<file path="config.mk">
export PLATFORM = sky130hd
export DESIGN_NAME = tls_torque_limit
export DESIGN_NICKNAME = d
export VERILOG_FILES = /design/src/rtl/tls_pkg.sv /design/src/rtl/tls_torque_limit.sv
export SDC_FILE = /design/constraint.sdc
export NUM_CORES = 1
export LEC_CHECK = 0
export CAP_MARGIN = 0
export CORE_ASPECT_RATIO = 1.1
export CORE_UTILIZATION = 60
export CTS_CLUSTER_DIAMETER = 30
export DETAILED_ROUTE_END_ITERATION = 12
export DONT_BUFFER_PORTS = 1
export PLACE_DENSITY = 0.76
export SYNTH_ARGS = -nofsm -noshare
export SYNTH_HDL_FRONTEND = slang
export SYNTH_SLANG_ARGS = --single-unit
</file>
<file path="constraint.sdc">
create_clock -name i_clk -period 7.01 [get_ports i_clk]
set_input_delay 1.0515 -clock i_clk [delete_from_list [all_inputs] [get_ports i_clk]]
set_output_delay 1.0515 -clock i_clk [all_outputs]
set_load 0.005 [all_outputs]
</file>
<file path="src/rtl/tls_pkg.sv">
package tls_pkg;

    // =========================================================
    // Widths
    localparam int PCT_W  = 9;
    localparam int SEL_W  = 3;
    localparam int MODE_W = 4;
    localparam int TRQ_W  = 16;

    // =========================================================
    // Limits and defaults, percent of rated torque
    localparam logic [PCT_W-1:0] PCT_MAX          = 9'h12c;
    localparam logic [PCT_W-1:0] FWD_INT_DEFAULT  = 9'h12c;
    localparam logic [PCT_W-1:0] REV_INT_DEFAULT  = 9'h12c;
    localparam logic [PCT_W-1:0] FWD_EXT_DEFAULT  = 9'h064;
    localparam logic [PCT_W-1:0] REV_EXT_DEFAULT  = 9'h064;

    // =========================================================
    // Output function selectors
    localparam logic [SEL_W-1:0] SEL_MAX          = 3'h4;
    localparam logic [SEL_W-1:0] PAIR_A_DEFAULT   = 3'h0;
    localparam logic [SEL_W-1:0] PAIR_B_DEFAULT   = 3'h1;
    localparam logic [SEL_W-1:0] PAIR_C_DEFAULT   = 3'h2;
    localparam logic [MODE_W-1:0] MODE_DEFAULT    = 4'h0;

    // =========================================================
    // Register offsets
    localparam logic [3:0] ADDR_FWD_INT   = 4'h0;
    localparam logic [3:0] ADDR_REV_INT   = 4'h1;
    localparam logic [3:0] ADDR_FWD_EXT   = 4'h2;
    localparam logic [3:0] ADDR_REV_EXT   = 4'h3;
    localparam logic [3:0] ADDR_MODE      = 4'h4;
    localparam logic [3:0] ADDR_PAIR_A    = 4'h5;
    localparam logic [3:0] ADDR_PAIR_B    = 4'h6;
    localparam logic [3:0] ADDR_PAIR_C    = 4'h7;
    localparam logic [3:0] ADDR_MOTOR_MAX = 4'h8;
    localparam logic [3:0] ADDR_STATUS    = 4'h9;
    localparam logic [3:0] ADDR_IRQ_STAT  = 4'ha;
    localparam logic [3:0] ADDR_IRQ_MASK  = 4'hb;

    typedef enum logic [1:0]
    {
        SPD_SWITCH = 2'b00,
        SPD_ONE    = 2'b01,
        SPD_TWO    = 2'b11,
        SPD_THREE  = 2'b10
    } tls_speed_t;

    typedef struct packed
    {
        logic position_complete_n;
        logic rotation_detect_n;
        logic servo_ready_n;
        logic brake_interlock;
    } tls_status_t;

endpackage

</file>
<file path="src/rtl/tls_torque_limit.sv">
// What this block does
// - Forward internal limit 0..300, default 300
// - Reverse internal limit 0..300, default 300
// - Forward external limit 0..300, default 100
// - Reverse external limit 0..300, default 100
// - Clamp limit to motor maximum torque
// - Forward select low picks external limit
// - Reverse select low picks external limit
// - Detect low while reference exceeds limit
// - Detect works for internal and external limits
// - Three output selectors 0..4, defaults 0,1,2
// - Selector codes map status functions
// - Modes 3..6 ignore limit selects
// - Internal speed modes decode select pair
//
// The implementer's own choices: the register offsets and the address-and-strobe port.
module tls_torque_limit
(
    // Clock and reset
    input  wire logic                      i_clk,
    input  wire logic                      i_arst_n,
    // Register port
    input  wire logic [3:0]                i_addr,
    input  wire logic [15:0]               i_wdata,
    input  wire logic                      i_wr,
    input  wire logic                      i_rd,
    output logic      [15:0]               o_rdata,
    // Contact inputs, active low
    input  wire logic                      i_fwd_limit_select_n,
    input  wire logic                      i_rev_limit_select_n,
    input  wire logic                      i_mode_switch_in_n,
    // Torque path, signed, units of percent
    input  wire logic signed [15:0]        i_torque_ref,
    output logic signed [15:0]             o_torque_cmd,
    // Status sources from the drive
    input  wire tls_pkg::tls_status_t      i_status,
    // Outputs
    output logic                           o_torque_limit_detect_n,
    output logic      [2:0]                o_pair_out,
    output logic      [1:0]                o_speed_select,
    output logic                           o_speed_reverse,
    output logic                           o_speed_mode_switch,
    output logic                           o_irq
);

    // =========================================================
    // Configuration registers
    logic [8:0]  fwd_internal_torque_limit_reg;
    logic [8:0]  rev_internal_torque_limit_reg;
    logic [8:0]  fwd_external_torque_limit_reg;
    logic [8:0]  rev_external_torque_limit_reg;
    logic [3:0]  control_mode_select_reg;
    logic [2:0]  pair_sel_reg [3];
    logic [8:0]  motor_max_reg;
    logic [1:0]  irq_stat_reg;
    logic [1:0]  irq_mask_reg;

    function automatic logic [8:0] pct_clip(input logic [15:0] v);
        pct_clip = (v > 16'(tls_pkg::PCT_MAX)) ? tls_pkg::PCT_MAX : v[8:0];
    endfunction

    function automatic logic [2:0] sel_clip(input logic [15:0] v);
        sel_clip = (v > 16'(tls_pkg::SEL_MAX)) ? tls_pkg::SEL_MAX : v[2:0];
    endfunction

    always_ff @(posedge i_clk or negedge i_arst_n)
    begin
        if (!i_arst_n)
        begin
            fwd_internal_torque_limit_reg <= tls_pkg::FWD_INT_DEFAULT;
            rev_internal_torque_limit_reg <= tls_pkg::REV_INT_DEFAULT;
            fwd_external_torque_limit_reg <= tls_pkg::FWD_EXT_DEFAULT;
            rev_external_torque_limit_reg <= tls_pkg::REV_EXT_DEFAULT;
            control_mode_select_reg       <= tls_pkg::MODE_DEFAULT;
            motor_max_reg                 <= tls_pkg::PCT_MAX;
            irq_mask_reg                  <= 2'h0;
        end
        else if (i_wr)
        begin
            // Out of range limit writes saturate; mode and mask writes keep only the low bits
            unique case (i_addr)
                tls_pkg::ADDR_FWD_INT:   fwd_internal_torque_limit_reg <= pct_clip(i_wdata);
                tls_pkg::ADDR_REV_INT:   rev_internal_torque_limit_reg <= pct_clip(i_wdata);
                tls_pkg::ADDR_FWD_EXT:   fwd_external_torque_limit_reg <= pct_clip(i_wdata);
                tls_pkg::ADDR_REV_EXT:   rev_external_torque_limit_reg <= pct_clip(i_wdata);
                tls_pkg::ADDR_MODE:      control_mode_select_reg       <= i_wdata[3:0];
                tls_pkg::ADDR_MOTOR_MAX: motor_max_reg                 <= pct_clip(i_wdata);
                tls_pkg::ADDR_IRQ_MASK:  irq_mask_reg                  <= i_wdata[1:0];
                default: ;
            endcase
        end
    end

    // =========================================================
    // Output function selectors
    localparam logic [2:0] SEL_DEF [3] = '{tls_pkg::PAIR_A_DEFAULT,
                                           tls_pkg::PAIR_B_DEFAULT,
                                           tls_pkg::PAIR_C_DEFAULT};
    localparam logic [3:0] SEL_ADR [3] = '{tls_pkg::ADDR_PAIR_A,
                                           tls_pkg::ADDR_PAIR_B,
                                           tls_pkg::ADDR_PAIR_C};

    // =========================================================
    // Input synchronisers
    logic [2:0] sync1_reg;
    logic [2:0] sync2_reg;

    always_ff @(posedge i_clk or negedge i_arst_n)
    begin
        if (!i_arst_n)
        begin
            sync1_reg <= 3'h7;
            sync2_reg <= 3'h7;
        end
        else
        begin
            sync1_reg <= {i_mode_switch_in_n, i_rev_limit_select_n, i_fwd_limit_select_n};
            sync2_reg <= sync1_reg;
        end
    end

    logic fwd_sel_n;
    logic rev_sel_n;
    logic mode_sw_n;
    assign fwd_sel_n = sync2_reg[0];
    assign rev_sel_n = sync2_reg[1];
    assign mode_sw_n = sync2_reg[2];

    // =========================================================
    // Limit selection and clamp
    logic internal_speed;
    logic [8:0] fwd_limit;
    logic [8:0] rev_limit;
    logic [8:0] fwd_eff;
    logic [8:0] rev_eff;

    assign internal_speed = (control_mode_select_reg >= 4'h3) &&
                            (control_mode_select_reg <= 4'h6);

    assign fwd_limit = (!internal_speed && !fwd_sel_n) ? fwd_external_torque_limit_reg
                                                       : fwd_internal_torque_limit_reg;
    assign rev_limit = (!internal_speed && !rev_sel_n) ? rev_external_torque_limit_reg
                                                       : rev_internal_torque_limit_reg;
    assign fwd_eff = (fwd_limit > motor_max_reg) ? motor_max_reg : fwd_limit;
    assign rev_eff = (rev_limit > motor_max_reg) ? motor_max_reg : rev_limit;

    logic signed [15:0] fwd_lim_s;
    logic signed [15:0] rev_lim_s;
    logic               over_fwd;
    logic               over_rev;
    assign fwd_lim_s = $signed({7'h00, fwd_eff});
    assign rev_lim_s = -$signed({7'h00, rev_eff});
    assign over_fwd  = i_torque_ref > fwd_lim_s;
    assign over_rev  = i_torque_ref < rev_lim_s;

    // =========================================================
    // Torque command and detect, registered once per cycle
    logic detect_n_reg;
    always_ff @(posedge i_clk or negedge i_arst_n)
    begin
        if (!i_arst_n)
        begin
            o_torque_cmd <= 16'sh0000;
            detect_n_reg <= 1'b1;
        end
        else
        begin
            o_torque_cmd <= over_fwd ? fwd_lim_s : (over_rev ? rev_lim_s : i_torque_ref);
            detect_n_reg <= !(over_fwd || over_rev);
        end
    end
    assign o_torque_limit_detect_n = detect_n_reg;

    // =========================================================
    // Internal speed selection
    always_ff @(posedge i_clk or negedge i_arst_n)
    begin
        if (!i_arst_n)
        begin
            o_speed_select      <= 2'h0;
            o_speed_reverse     <= 1'b0;
            o_speed_mode_switch <= 1'b0;
        end
        else
        begin
            o_speed_select      <= internal_speed ? {!fwd_sel_n, !rev_sel_n} : 2'h0;
            o_speed_reverse     <= internal_speed && !mode_sw_n;
            o_speed_mode_switch <= internal_speed && fwd_sel_n && rev_sel_n;
        end
    end

    // =========================================================
    // Output pin pair routing
    function automatic logic route(input logic [2:0] sel, input tls_pkg::tls_status_t s,
                                   input logic det_n);
        unique case (sel)
            3'h0:    route = s.position_complete_n;
            3'h1:    route = s.rotation_detect_n;
            3'h2:    route = s.servo_ready_n;
            3'h3:    route = det_n;
            default: route = s.brake_interlock;
        endcase
    endfunction

    for (genvar g = 0; g < 3; g++)
    begin : g_pair
        always_ff @(posedge i_clk or negedge i_arst_n)
        begin
            if (!i_arst_n)
                pair_sel_reg[g] <= SEL_DEF[g];
            else if (i_wr && i_addr == SEL_ADR[g])
                pair_sel_reg[g] <= sel_clip(i_wdata);
        end
        always_ff @(posedge i_clk or negedge i_arst_n)
        begin
            if (!i_arst_n)
                o_pair_out[g] <= 1'b1;
            else
                o_pair_out[g] <= route(pair_sel_reg[g], i_status, detect_n_reg);
        end
    end

    // =========================================================
    // Interrupts: bit0 detect entered, bit1 detect left; set beats clear
    logic det_prev_reg;
    logic [1:0] irq_set;
    always_ff @(posedge i_clk or negedge i_arst_n)
    begin
        if (!i_arst_n)
            det_prev_reg <= 1'b1;
        else
            det_prev_reg <= detect_n_reg;
    end
    assign irq_set = {detect_n_reg & ~det_prev_reg, ~detect_n_reg & det_prev_reg};

    always_ff @(posedge i_clk or negedge i_arst_n)
    begin
        if (!i_arst_n)
            irq_stat_reg <= 2'h0;
        else if (i_wr && i_addr == tls_pkg::ADDR_IRQ_STAT)
            irq_stat_reg <= (irq_stat_reg & ~i_wdata[1:0]) | irq_set;
        else
            irq_stat_reg <= irq_stat_reg | irq_set;
    end
    assign o_irq = |(irq_stat_reg & irq_mask_reg);

    // =========================================================
    // Read port
    always_ff @(posedge i_clk or negedge i_arst_n)
    begin
        if (!i_arst_n)
            o_rdata <= 16'h0000;
        else if (i_rd)
        begin
            unique case (i_addr)
                tls_pkg::ADDR_FWD_INT:   o_rdata <= {7'h00, fwd_internal_torque_limit_reg};
                tls_pkg::ADDR_REV_INT:   o_rdata <= {7'h00, rev_internal_torque_limit_reg};
                tls_pkg::ADDR_FWD_EXT:   o_rdata <= {7'h00, fwd_external_torque_limit_reg};
                tls_pkg::ADDR_REV_EXT:   o_rdata <= {7'h00, rev_external_torque_limit_reg};
                tls_pkg::ADDR_MODE:      o_rdata <= {12'h000, control_mode_select_reg};
                tls_pkg::ADDR_PAIR_A:    o_rdata <= {13'h0000, pair_sel_reg[0]};
                tls_pkg::ADDR_PAIR_B:    o_rdata <= {13'h0000, pair_sel_reg[1]};
                tls_pkg::ADDR_PAIR_C:    o_rdata <= {13'h0000, pair_sel_reg[2]};
                tls_pkg::ADDR_MOTOR_MAX: o_rdata <= {7'h00, motor_max_reg};
                tls_pkg::ADDR_STATUS:    o_rdata <= {11'h000, internal_speed, mode_sw_n,
                                                     rev_sel_n, fwd_sel_n, detect_n_reg};
                tls_pkg::ADDR_IRQ_STAT:  o_rdata <= {14'h0000, irq_stat_reg};
                tls_pkg::ADDR_IRQ_MASK:  o_rdata <= {14'h0000, irq_mask_reg};
                default:                 o_rdata <= 16'h0000;
            endcase
        end
        else
            o_rdata <= 16'h0000;
    end
endmodule // tls_torque_limit

</file>
Word-level counts from Yosys, hierarchy flattened
Index checks and enable logic that the tools add are counted.
{ "classes": {"addsub": 1, "order_cmp": 8, "eq_ne": 20, "n_mux": 15, "n_bitwise": 9, "n_reduce_logical": 28} }
{ "op_table": {"columns": ["cell", "n"], "rows": [
  ["$pmux W9 S12", 1],
  ["$mux W16", 3],
  ["$mux W9", 5],
  ["$eq A3 B2 Y1 const B", 6],
  ["$gt A9 B9 Y1", 2],
  ["$eq A4 B3 Y1 const B", 4],
  ["$eq A4 B4 Y1 const B", 4],
  ["$gt A16 B10 Y1", 1],
  ["$gt A16 B3 Y1 const B", 1],
  ["$gt A16 B9 Y1 const B", 1],
  ["$lt A16 B16 Y1", 1],
  ["$neg A9 Y16", 1],
  ["$reduce_and A2 Y1", 7],
  ["$pmux W1 S4", 3],
  ["$logic_and A1 B1 Y1", 10],
  ["$eq A3 B1 Y1 const B", 3],
  ["$logic_not A3 Y1", 3],
  ["$eq A4 B2 Y1 const B", 2],
  ["$logic_not A1 Y1", 5],
  ["$and A2 B2 Y2", 2],
  ["$eq A4 B1 Y1 const B", 1],
  ["$ge A4 B2 Y1 const B", 1],
  ["$le A4 B3 Y1 const B", 1],
  ["$logic_not A4 Y1", 1],
  ["8 further kinds", 12]
]} }
{ "word_totals": {"regBits": 109, "in_bits": 47, "output_inout_bits": 41, "elab_cells": 104} }

Longest topological paths before layout
Gate-level depths: netlist of run 1.
{ "depth": {"ltp_word": 11, "ltp_mapped": 30, "depth_no_buf": 25} }

Worst setup path after synthesis of run 1
OpenSTA, ideal clock, no wires.
{ "synth_timing": {"path_kind": "reg2reg", "from": "register control_mode_select_reg[1]", "to": "register o_torque_cmd[0]", "setup_time_ns": 0.125, "arrival_time_ns": 5.832, "t_required_ns": 6.885, "slack_ns": 1.053, "stages_incl_launch_ff": 28, "n_path_buf": 4, "synth_period_minus_slack_ns": 5.957, "cell_sequence": "dfrtp_1 -> and4bb_2 -> a211oi_4 -> buf_6 -> buf_2 -> mux2_2 -> ha_1 -> nand3_1 -> nor3_1 -> nor2_1 -> nand2_2 -> mux2i_1 -> ha_1 -> clkbuf_1 -> inv_1 -> or3_1 -> xnor2_1 -> mux2i_1 -> mux2i_1 -> ha_1 -> nand4_1 -> nor2_1 -> o21ai_0 -> o2111a_1 -> o32a_1 -> buf_6 -> mux2_1 -> mux2_2"} }
{ "synth_via": {"elab_chain_cells": 11, "word_cells_on_any_way": 17, "classes_between": "add/sub: 1; order compare: 6; mux: 6; reduce/logical: 4"} }
{ "synth_rtl": {"columns": ["item", "line", "source"], "rows": [
  ["from (decl)", "tls_torque_limit.sv:52", "logic [3:0] control_mode_select_reg;"],
  ["from (signal assigned)", "tls_torque_limit.sv:74", "control_mode_select_reg <= tls_pkg::MODE_DEFAULT;"],
  ["from (signal assigned)", "tls_torque_limit.sv:86", "tls_pkg::ADDR_MODE: control_mode_select_reg <= i_wdata[3:0];"],
  ["$ge A4 B2 Y1 / $le A4 B3 Y1 (equally long branches)", "tls_torque_limit.sv:137, tls_torque_limit.sv:138", null],
  ["$logic_and A1 B1 Y1 (*)", "tls_torque_limit.sv:137", "assign internal_speed = (control_mode_select_reg >= 4'h3) &&"],
  ["$logic_not A1 Y1 (*)", "tls_torque_limit.sv:140, tls_torque_limit.sv:142", null],
  ["$logic_and A1 B1 Y1", "tls_torque_limit.sv:142", "assign rev_limit = (!internal_speed && !rev_sel_n) ? rev_external_torque_limit_reg"],
  ["$mux W9", "tls_torque_limit.sv:142", null],
  ["$gt A9 B9 Y1", "tls_torque_limit.sv:145", "assign rev_eff = (rev_limit > motor_max_reg) ? motor_max_reg : rev_limit;"],
  ["$mux W9", "tls_torque_limit.sv:145", null],
  ["$neg A9 Y16", "tls_torque_limit.sv:152", "assign rev_lim_s = -$signed({7'h00, rev_eff});"],
  ["$lt A16 B16 Y1", "tls_torque_limit.sv:154", "assign over_rev = i_torque_ref < rev_lim_s;"],
  ["$mux W16", "tls_torque_limit.sv:168", "o_torque_cmd <= over_fwd ? fwd_lim_s : (over_rev ? rev_lim_s : i_torque_ref);"],
  ["$mux W16 (*)", "tls_torque_limit.sv:168", null],
  ["to (signal assigned)", "tls_torque_limit.sv:168", null],
  ["to (decl)", "tls_torque_limit.sv:34", "output logic signed [15:0] o_torque_cmd,"]
]} }
Mark *: on every way between the ends. The rest lies on a longest branch, timed or not.
A chain may end at the register's enable or synchronous reset.

Worst setup path after layout of run 1
{ "layout_timing": {"from": "register control_mode_select_reg[2]", "to": "register o_torque_cmd[0]"} }
Same word-level chain as after synthesis.

==> results of run 1 <==
## report_power, final
part | internal (mW) | total, mW | switching (mW)
logic | 0.406 | 0.970 | 0.564
clock network | 0.250 | 0.495 | 0.246
registers | 0.712 | 0.804 | 0.0923
total | 1.37 | 2.27 | 0.902
## per-layer routing
metal  track usage, %  part of all wire (%)
met1            39.73                    38
met2            58.14                    49
met3            6.053                   6.0
met4            23.48                   7.2
met5                0                     0
## cell families after synthesis
group / Yosys count
AO/OA/AOI/OAI: 173
other: 1
buffers and inverters: 55
adder cells (fa/ha/maj): 43
XOR/XNOR: 7
multiplexers: 63
flip-flops: 102
AND/OR/NAND/NOR: 235
## final cells by class
class                           instances  area, um^2
Tap cell                              143       178.9
Clock buffer                            9       225.2
Inverter                               26       97.59
Multi-Input combinational cell        528        3670
Fill cell                             884        3520
Clock inverter                          7       72.57
Timing Repair Buffer                   10       87.58
Sequential cell                       102        2591
## synth_stat cells (8+ instances only)
cell type  number  area, um^2
a211oi_1       10       75.07
a21oi_1        30       150.1
a22oi_1        10       75.07
clkbuf_1       16       60.06
dfrtp_1        71        1777
dfstp_2        31       814.5
ha_1           43       538.0
inv_1          26       97.59
mux2_2         34       382.9
mux2i_1        23       230.2
nand2_1        87       326.6
nand3_1        21       105.1
nor2_1         40       150.1
nor2b_1         8       50.05
nor3_1         23       115.1
o21ai_0        69       345.3
or3_1           9       56.30
## metrics by stage
step	area, um^2	setup slack, ns	hold WS, ns
floorplan	6526	1.053	0.3452
finish	6923	0.5995	0.3575
global placement	6590	0.6387	0.3455
detailed placement	6590	0.4393	0.3472
CTS	6888	0.4354	0.3579
global route	6923	0.07504	0.3597
## worst max-delay path by stage
stage / startpoint / end / slack [ns] / cells after the start
detailed placement: control_mode_select_reg[1] / o_torque_cmd[0] / 0.44 / 25
global placement: control_mode_select_reg[1] / o_torque_cmd[0] / 0.64 / 25
finish: control_mode_select_reg[2] / o_torque_cmd[0] / 0.60 / 26
floorplan: control_mode_select_reg[1] / o_torque_cmd[0] / 1.05 / 27
CTS: control_mode_select_reg[1] / o_torque_cmd[0] / 0.44 / 25
global route: control_mode_select_reg[2] / o_torque_cmd[9] / 0.08 / 27
## critical path, cell delays in order, from the launching register on
cell and delay, ns:
dfrtp_1 0.41, and2b_1 0.22, a211oi_4 0.30, buf_12 0.17, buf_4 0.18, mux2i_1 0.19
inv_1 0.07, ha_1 0.18, a211o_1 0.34, a21oi_4 0.18, or3b_4 0.44, nand2_2 0.21
mux2i_1 0.26, ha_1 0.35, inv_1 0.20, or3_1 0.35, xnor2_1 0.13, mux2i_1 0.14
mux2i_1 0.11, ha_1 0.20, a21oi_1 0.14, o21ai_0 0.13, o21ai_0 0.25, o2111a_1 0.27
o32a_1 0.27, mux2_1 0.34, mux2_2 0.26
==> metrics, run 1 <==
cells on worst reg2reg path 26; CTS Root Cell clkbuf_16; Max VDD drop approximately 0.15 mV; io pins 88; Synth Area in Compound Gates between 10% and 20%; clk buf depth 2; global route total overflow 0; Layout Skew around 0.0069 ns; Final Critical Period 6.411 ns; Max Freq ~160 MHz; vias in the first global route ~5,600; Row Count 39; Final HPWL DP approximately 14 mm; area grow syn2layout 6.445%; simple-gate share of the synthesized area around 18%; Post-Synthesis Cells between 600 and 700; Biggest register o_torque_cmd; WHS Endpoint sync2_reg[0]; Vias per Instance ~6.5; Final Max Slew Viols 0; pin count of the biggest net entering global routing about 100; Setup TNS Final 0 ns; Cell variety after synth slightly above 70; clock sinks around 100; DR WL/cell 21.96 um; initial antenna violation count 0; Post-synth top flop dfrtp_1; first-pass GRT wire length between 20 and 30 mm; drt first-iter violations around 380; Num CTS Buffers 9; post-synthesis mux area share between 10% and 20%; number of routed nets with antenna violations 0; Worst R2R Setup Slack 0.60 ns; Nets about 770; drt drc 0; total number of yosys warnings 0; Seq/Total Area, Yosys 39.84%; PostCTS Resize Cnt 0; layout cells sized above 1 16.72%; slew margin rel. around 28%; synthesized-area fraction occupied by adder cells around 8.3%; Antenna diodes 0; HP Class flop to flop; Synth async-reset ratio 100.0%; H-tree depth 3; Avg Cell Area, Syn 9.578 um^2; actual slew at the worst max-slew pin ~1.1 ns; fin crit share between 90% and 100%; worst flop-to-flop path startpoint control_mode_select_reg[2]; Post-Route WL between 15 and 20 mm; status complete, no violations; power per cell area approximately 330 nW/um^2; Setup CP Type flop to flop; Overall Power approximately 2.3 mW; IO Port Bufs 0; Setup violations, final 0; max_cap viols 0; min-delay src sync1_reg[0]; Die Wd between 100 and 150 um; most frequent cells in the layout nand2_1, dfrtp_1, o21ai_0, ha_1, nor2_1; Final Util 66.30%; worst-path fanout max 11; crit end category flop; CTS Hold Bufs 0; non-filler cells, final 825; Largest register FFs 16; FF+latch count, synth 102; Synth Area in XOR/XNOR less than 1%; hold path cells 0; Worst Path Required 7.25 ns; GP Congestion 0.9523; RSZ-0062 raised after global routing false; largest family of logic cells by synthesized area compound AO/OA/AOI/OAI gates; die area roughly 11,000 um^2; Core ar. ~10,000 um^2; Cell Area, Synth 6504 um^2; WP data arrival 6.65 ns; Reg-to-Reg End o_torque_cmd[0]; vias about 5,400; GRT Total Usage around a third; Reg clk slew, reported paths 0.07 ns; post-CTS setup repair buffer count 0; cell count after placement between 800 and 900; Pleak between 2 and 3 nW; Initial Util roughly 62%; Final Hold Viols 0; die height ~110 um; most common cell after layout, fill and taps aside nand2_1; clk_lat worst skew between 0.3 and 0.4 ns; CTS tree yes; Post-synth EDFFs 0; Worst setup SP type flop; router iterations before antenna repair 6
Note: power is estimated with default switching activity, not from simulation.
==> run 2, diff against run 1 <==
Settings changed: CORE_MARGIN set to 2, GPL_TIMING_DRIVEN set to 0.
Clock period 7.01 ns to 7.8 ns, I/O delays scaled along.
==> metrics, run 2 (synthesis results as in run 1) <==
status complete, no violations (unchanged); Worst setup SP type flop (unchanged); Max Freq 137.0 MHz (was 156.0 MHz); crit end category flop (unchanged); HP Class flop to flop (unchanged); clk buf depth 2 (unchanged); Largest register FFs 16 (unchanged); vias in the first global route 5,534 (was 5,582); number of routed nets with antenna violations 0 (unchanged); CTS Hold Bufs 0 (unchanged); Die Wd 103.3 um (was 101.3 um); Vias per Instance 6.477 (was 6.549); drt first-iter violations 460 (was 379); Pleak 2.983 nW (was 2.956 nW); Nets 786 (was 767); Row Count 39 (unchanged); fillers 854 (was 884); post-CTS setup repair buffer count 0 (unchanged); die area 11,690 um^2 (was 11,260 um^2); IO Port Bufs 0 (unchanged); Setup violations, final 0 (unchanged); initial antenna violation count 0 (unchanged); drt drc 0 (unchanged); area grow syn2layout 7.676% (was 6.445%); non-filler cells, final 844 (was 825); clock sinks 102 (unchanged); slew margin rel. 18.71% (was 28.13%); io pins 88 (unchanged); CTS tree yes (unchanged); hold_ws 0.3588 ns (was 0.3575 ns); global route total overflow 0 (unchanged); Layout Skew 0.01066 ns (was 0.006854 ns); Core ar. 10,490 um^2 (was 10,440 um^2); most frequent cells in the layout nand2_1, dfrtp_1, o21ai_0, ha_1, nor2_1 (unchanged); GRT Total Usage 32.64% (was 34.64%); clk_lat worst skew 0.35 ns (about the same); die height 113.2 um (was 111.2 um); DR WL/cell 21.53 um (was 21.96 um); layout cells sized above 1 16.55% (was 16.72%); Max VDD drop 0.1375 mV (was 0.1524 mV); setup ws final 0.4995 ns (was 0.5995 ns); router iterations before antenna repair 5 (was 6); Final HPWL DP 13.76 mm (was 13.80 mm); Reg clk slew, reported paths 0.08 ns (was 0.07 ns); Final Max Slew Viols 0 (unchanged); Crit-path slowest cell nor3_1 (was or3b_4); Final Hold Viols 0 (unchanged); H-tree depth 3 (unchanged); GP Congestion 0.9893 (was 0.9523); CP peak stage delay 0.53 ns (was 0.44 ns); PostCTS Resize Cnt 0 (unchanged); Biggest register o_torque_cmd (unchanged); vias 5,467 (was 5,403); Num CTS Buffers 9 (unchanged); Antenna diodes 0 (unchanged); Final Critical Period 7.300 ns (was 6.411 ns); Initial Util 61.99% (was 62.28%); first-pass GRT wire length 29.02 mm (was 29.23 mm); WP data arrival 7.54 ns (was 6.65 ns); actual slew at the worst max-slew pin 1.210 ns (was 1.068 ns); Overall Power 2.076 mW (was 2.270 mW); worst-path fanout max 10 (was 11); cell count after placement 828 (was 806); Setup CP Type flop to flop (unchanged); CTS Root Cell clkbuf_16 (unchanged); max_cap viols 0 (unchanged); fin crit share 93.60% (was 91.45%); power per cell area 296.4 nW/um^2 (was 327.9 nW/um^2); Worst Path Required 8.04 ns (was 7.25 ns); pin count of the biggest net entering global routing 103 (unchanged); RSZ-0062 raised after global routing false (unchanged); Post-Route WL 18.17 mm (was 18.11 mm); Setup TNS Final 0 ns (unchanged); worst slack, placed 0.5805 ns (was 0.4393 ns); most common cell after layout, fill and taps aside nand2_1 (unchanged)
## run 2: cell count changes in the layout (fill, tap and decap cells not counted), sizes merged
cell	delta
clkinv	-4
clkinvlp	+1
clkbuf	+16
inv	+3
buf	+3
## run 2: metrics by stage
step	utilization [%]	instance area, um^2
after floorplan	-	6526
after global placement	63.91	6705
after detailed placement	63.91	6705
after CTS	66.69	6997
after global routing	66.75	7003
final	66.75	7003
## run 2: worst paths after layout
kind	start	cells after the start	endpoint	slack, ns
min in group asynchronous	i_arst_n	0	o_torque_cmd[7]	0.50
hold reg to reg	sync1_reg[0]	0	sync2_reg[0]	0.36
hold / removal	sync1_reg[0]	0	sync2_reg[0]	0.36
setup / recovery	control_mode_select_reg[1]	27	o_torque_cmd[0]	0.50
max in group asynchronous	i_arst_n	0	rev_internal_torque_limit_reg[3]	7.04
setup reg to reg	control_mode_select_reg[1]	27	o_torque_cmd[0]	0.50
## run 2: report_power, final
part / switching, mW / leakage, nW / internal [mW] / total [mW]
logic: 0.527 / 1.59 / 0.384 / 0.911
registers: 0.0777 / 1.25 / 0.640 / 0.717
clock network: 0.223 / 0.142 / 0.225 / 0.448
## run 2: final cells by class
type	count	area [um^2]	share of cell area, %
Clock buffer	9	225.2	3.216
Clock inverter	7	66.31	0.9469
Inverter	26	97.59	1.394
Tap cell	143	178.9	2.555
Buffer	29	167.7	2.394
Sequential cell	102	2591	37.00
Multi-Input combinational cell	528	3676	52.49
## run 2: worst max-delay path, delay by kind of cell, from the launching register on
kind	cells	cell delay [ns]
mux	6	1.55
flops	1	0.41
buf+inv	5	1.18
compound gates	4	1.04
xor+xnor	1	0.16
fa+ha+maj	3	0.76
simple gates	8	2.07
## run 2: routing by layer
metal  share of wire, %  global-route usage [%]
met1                 39                   39.69
met2                 51                   55.54
met3                5.8                   5.683
met4                4.6                   15.53
met5                  0                       0
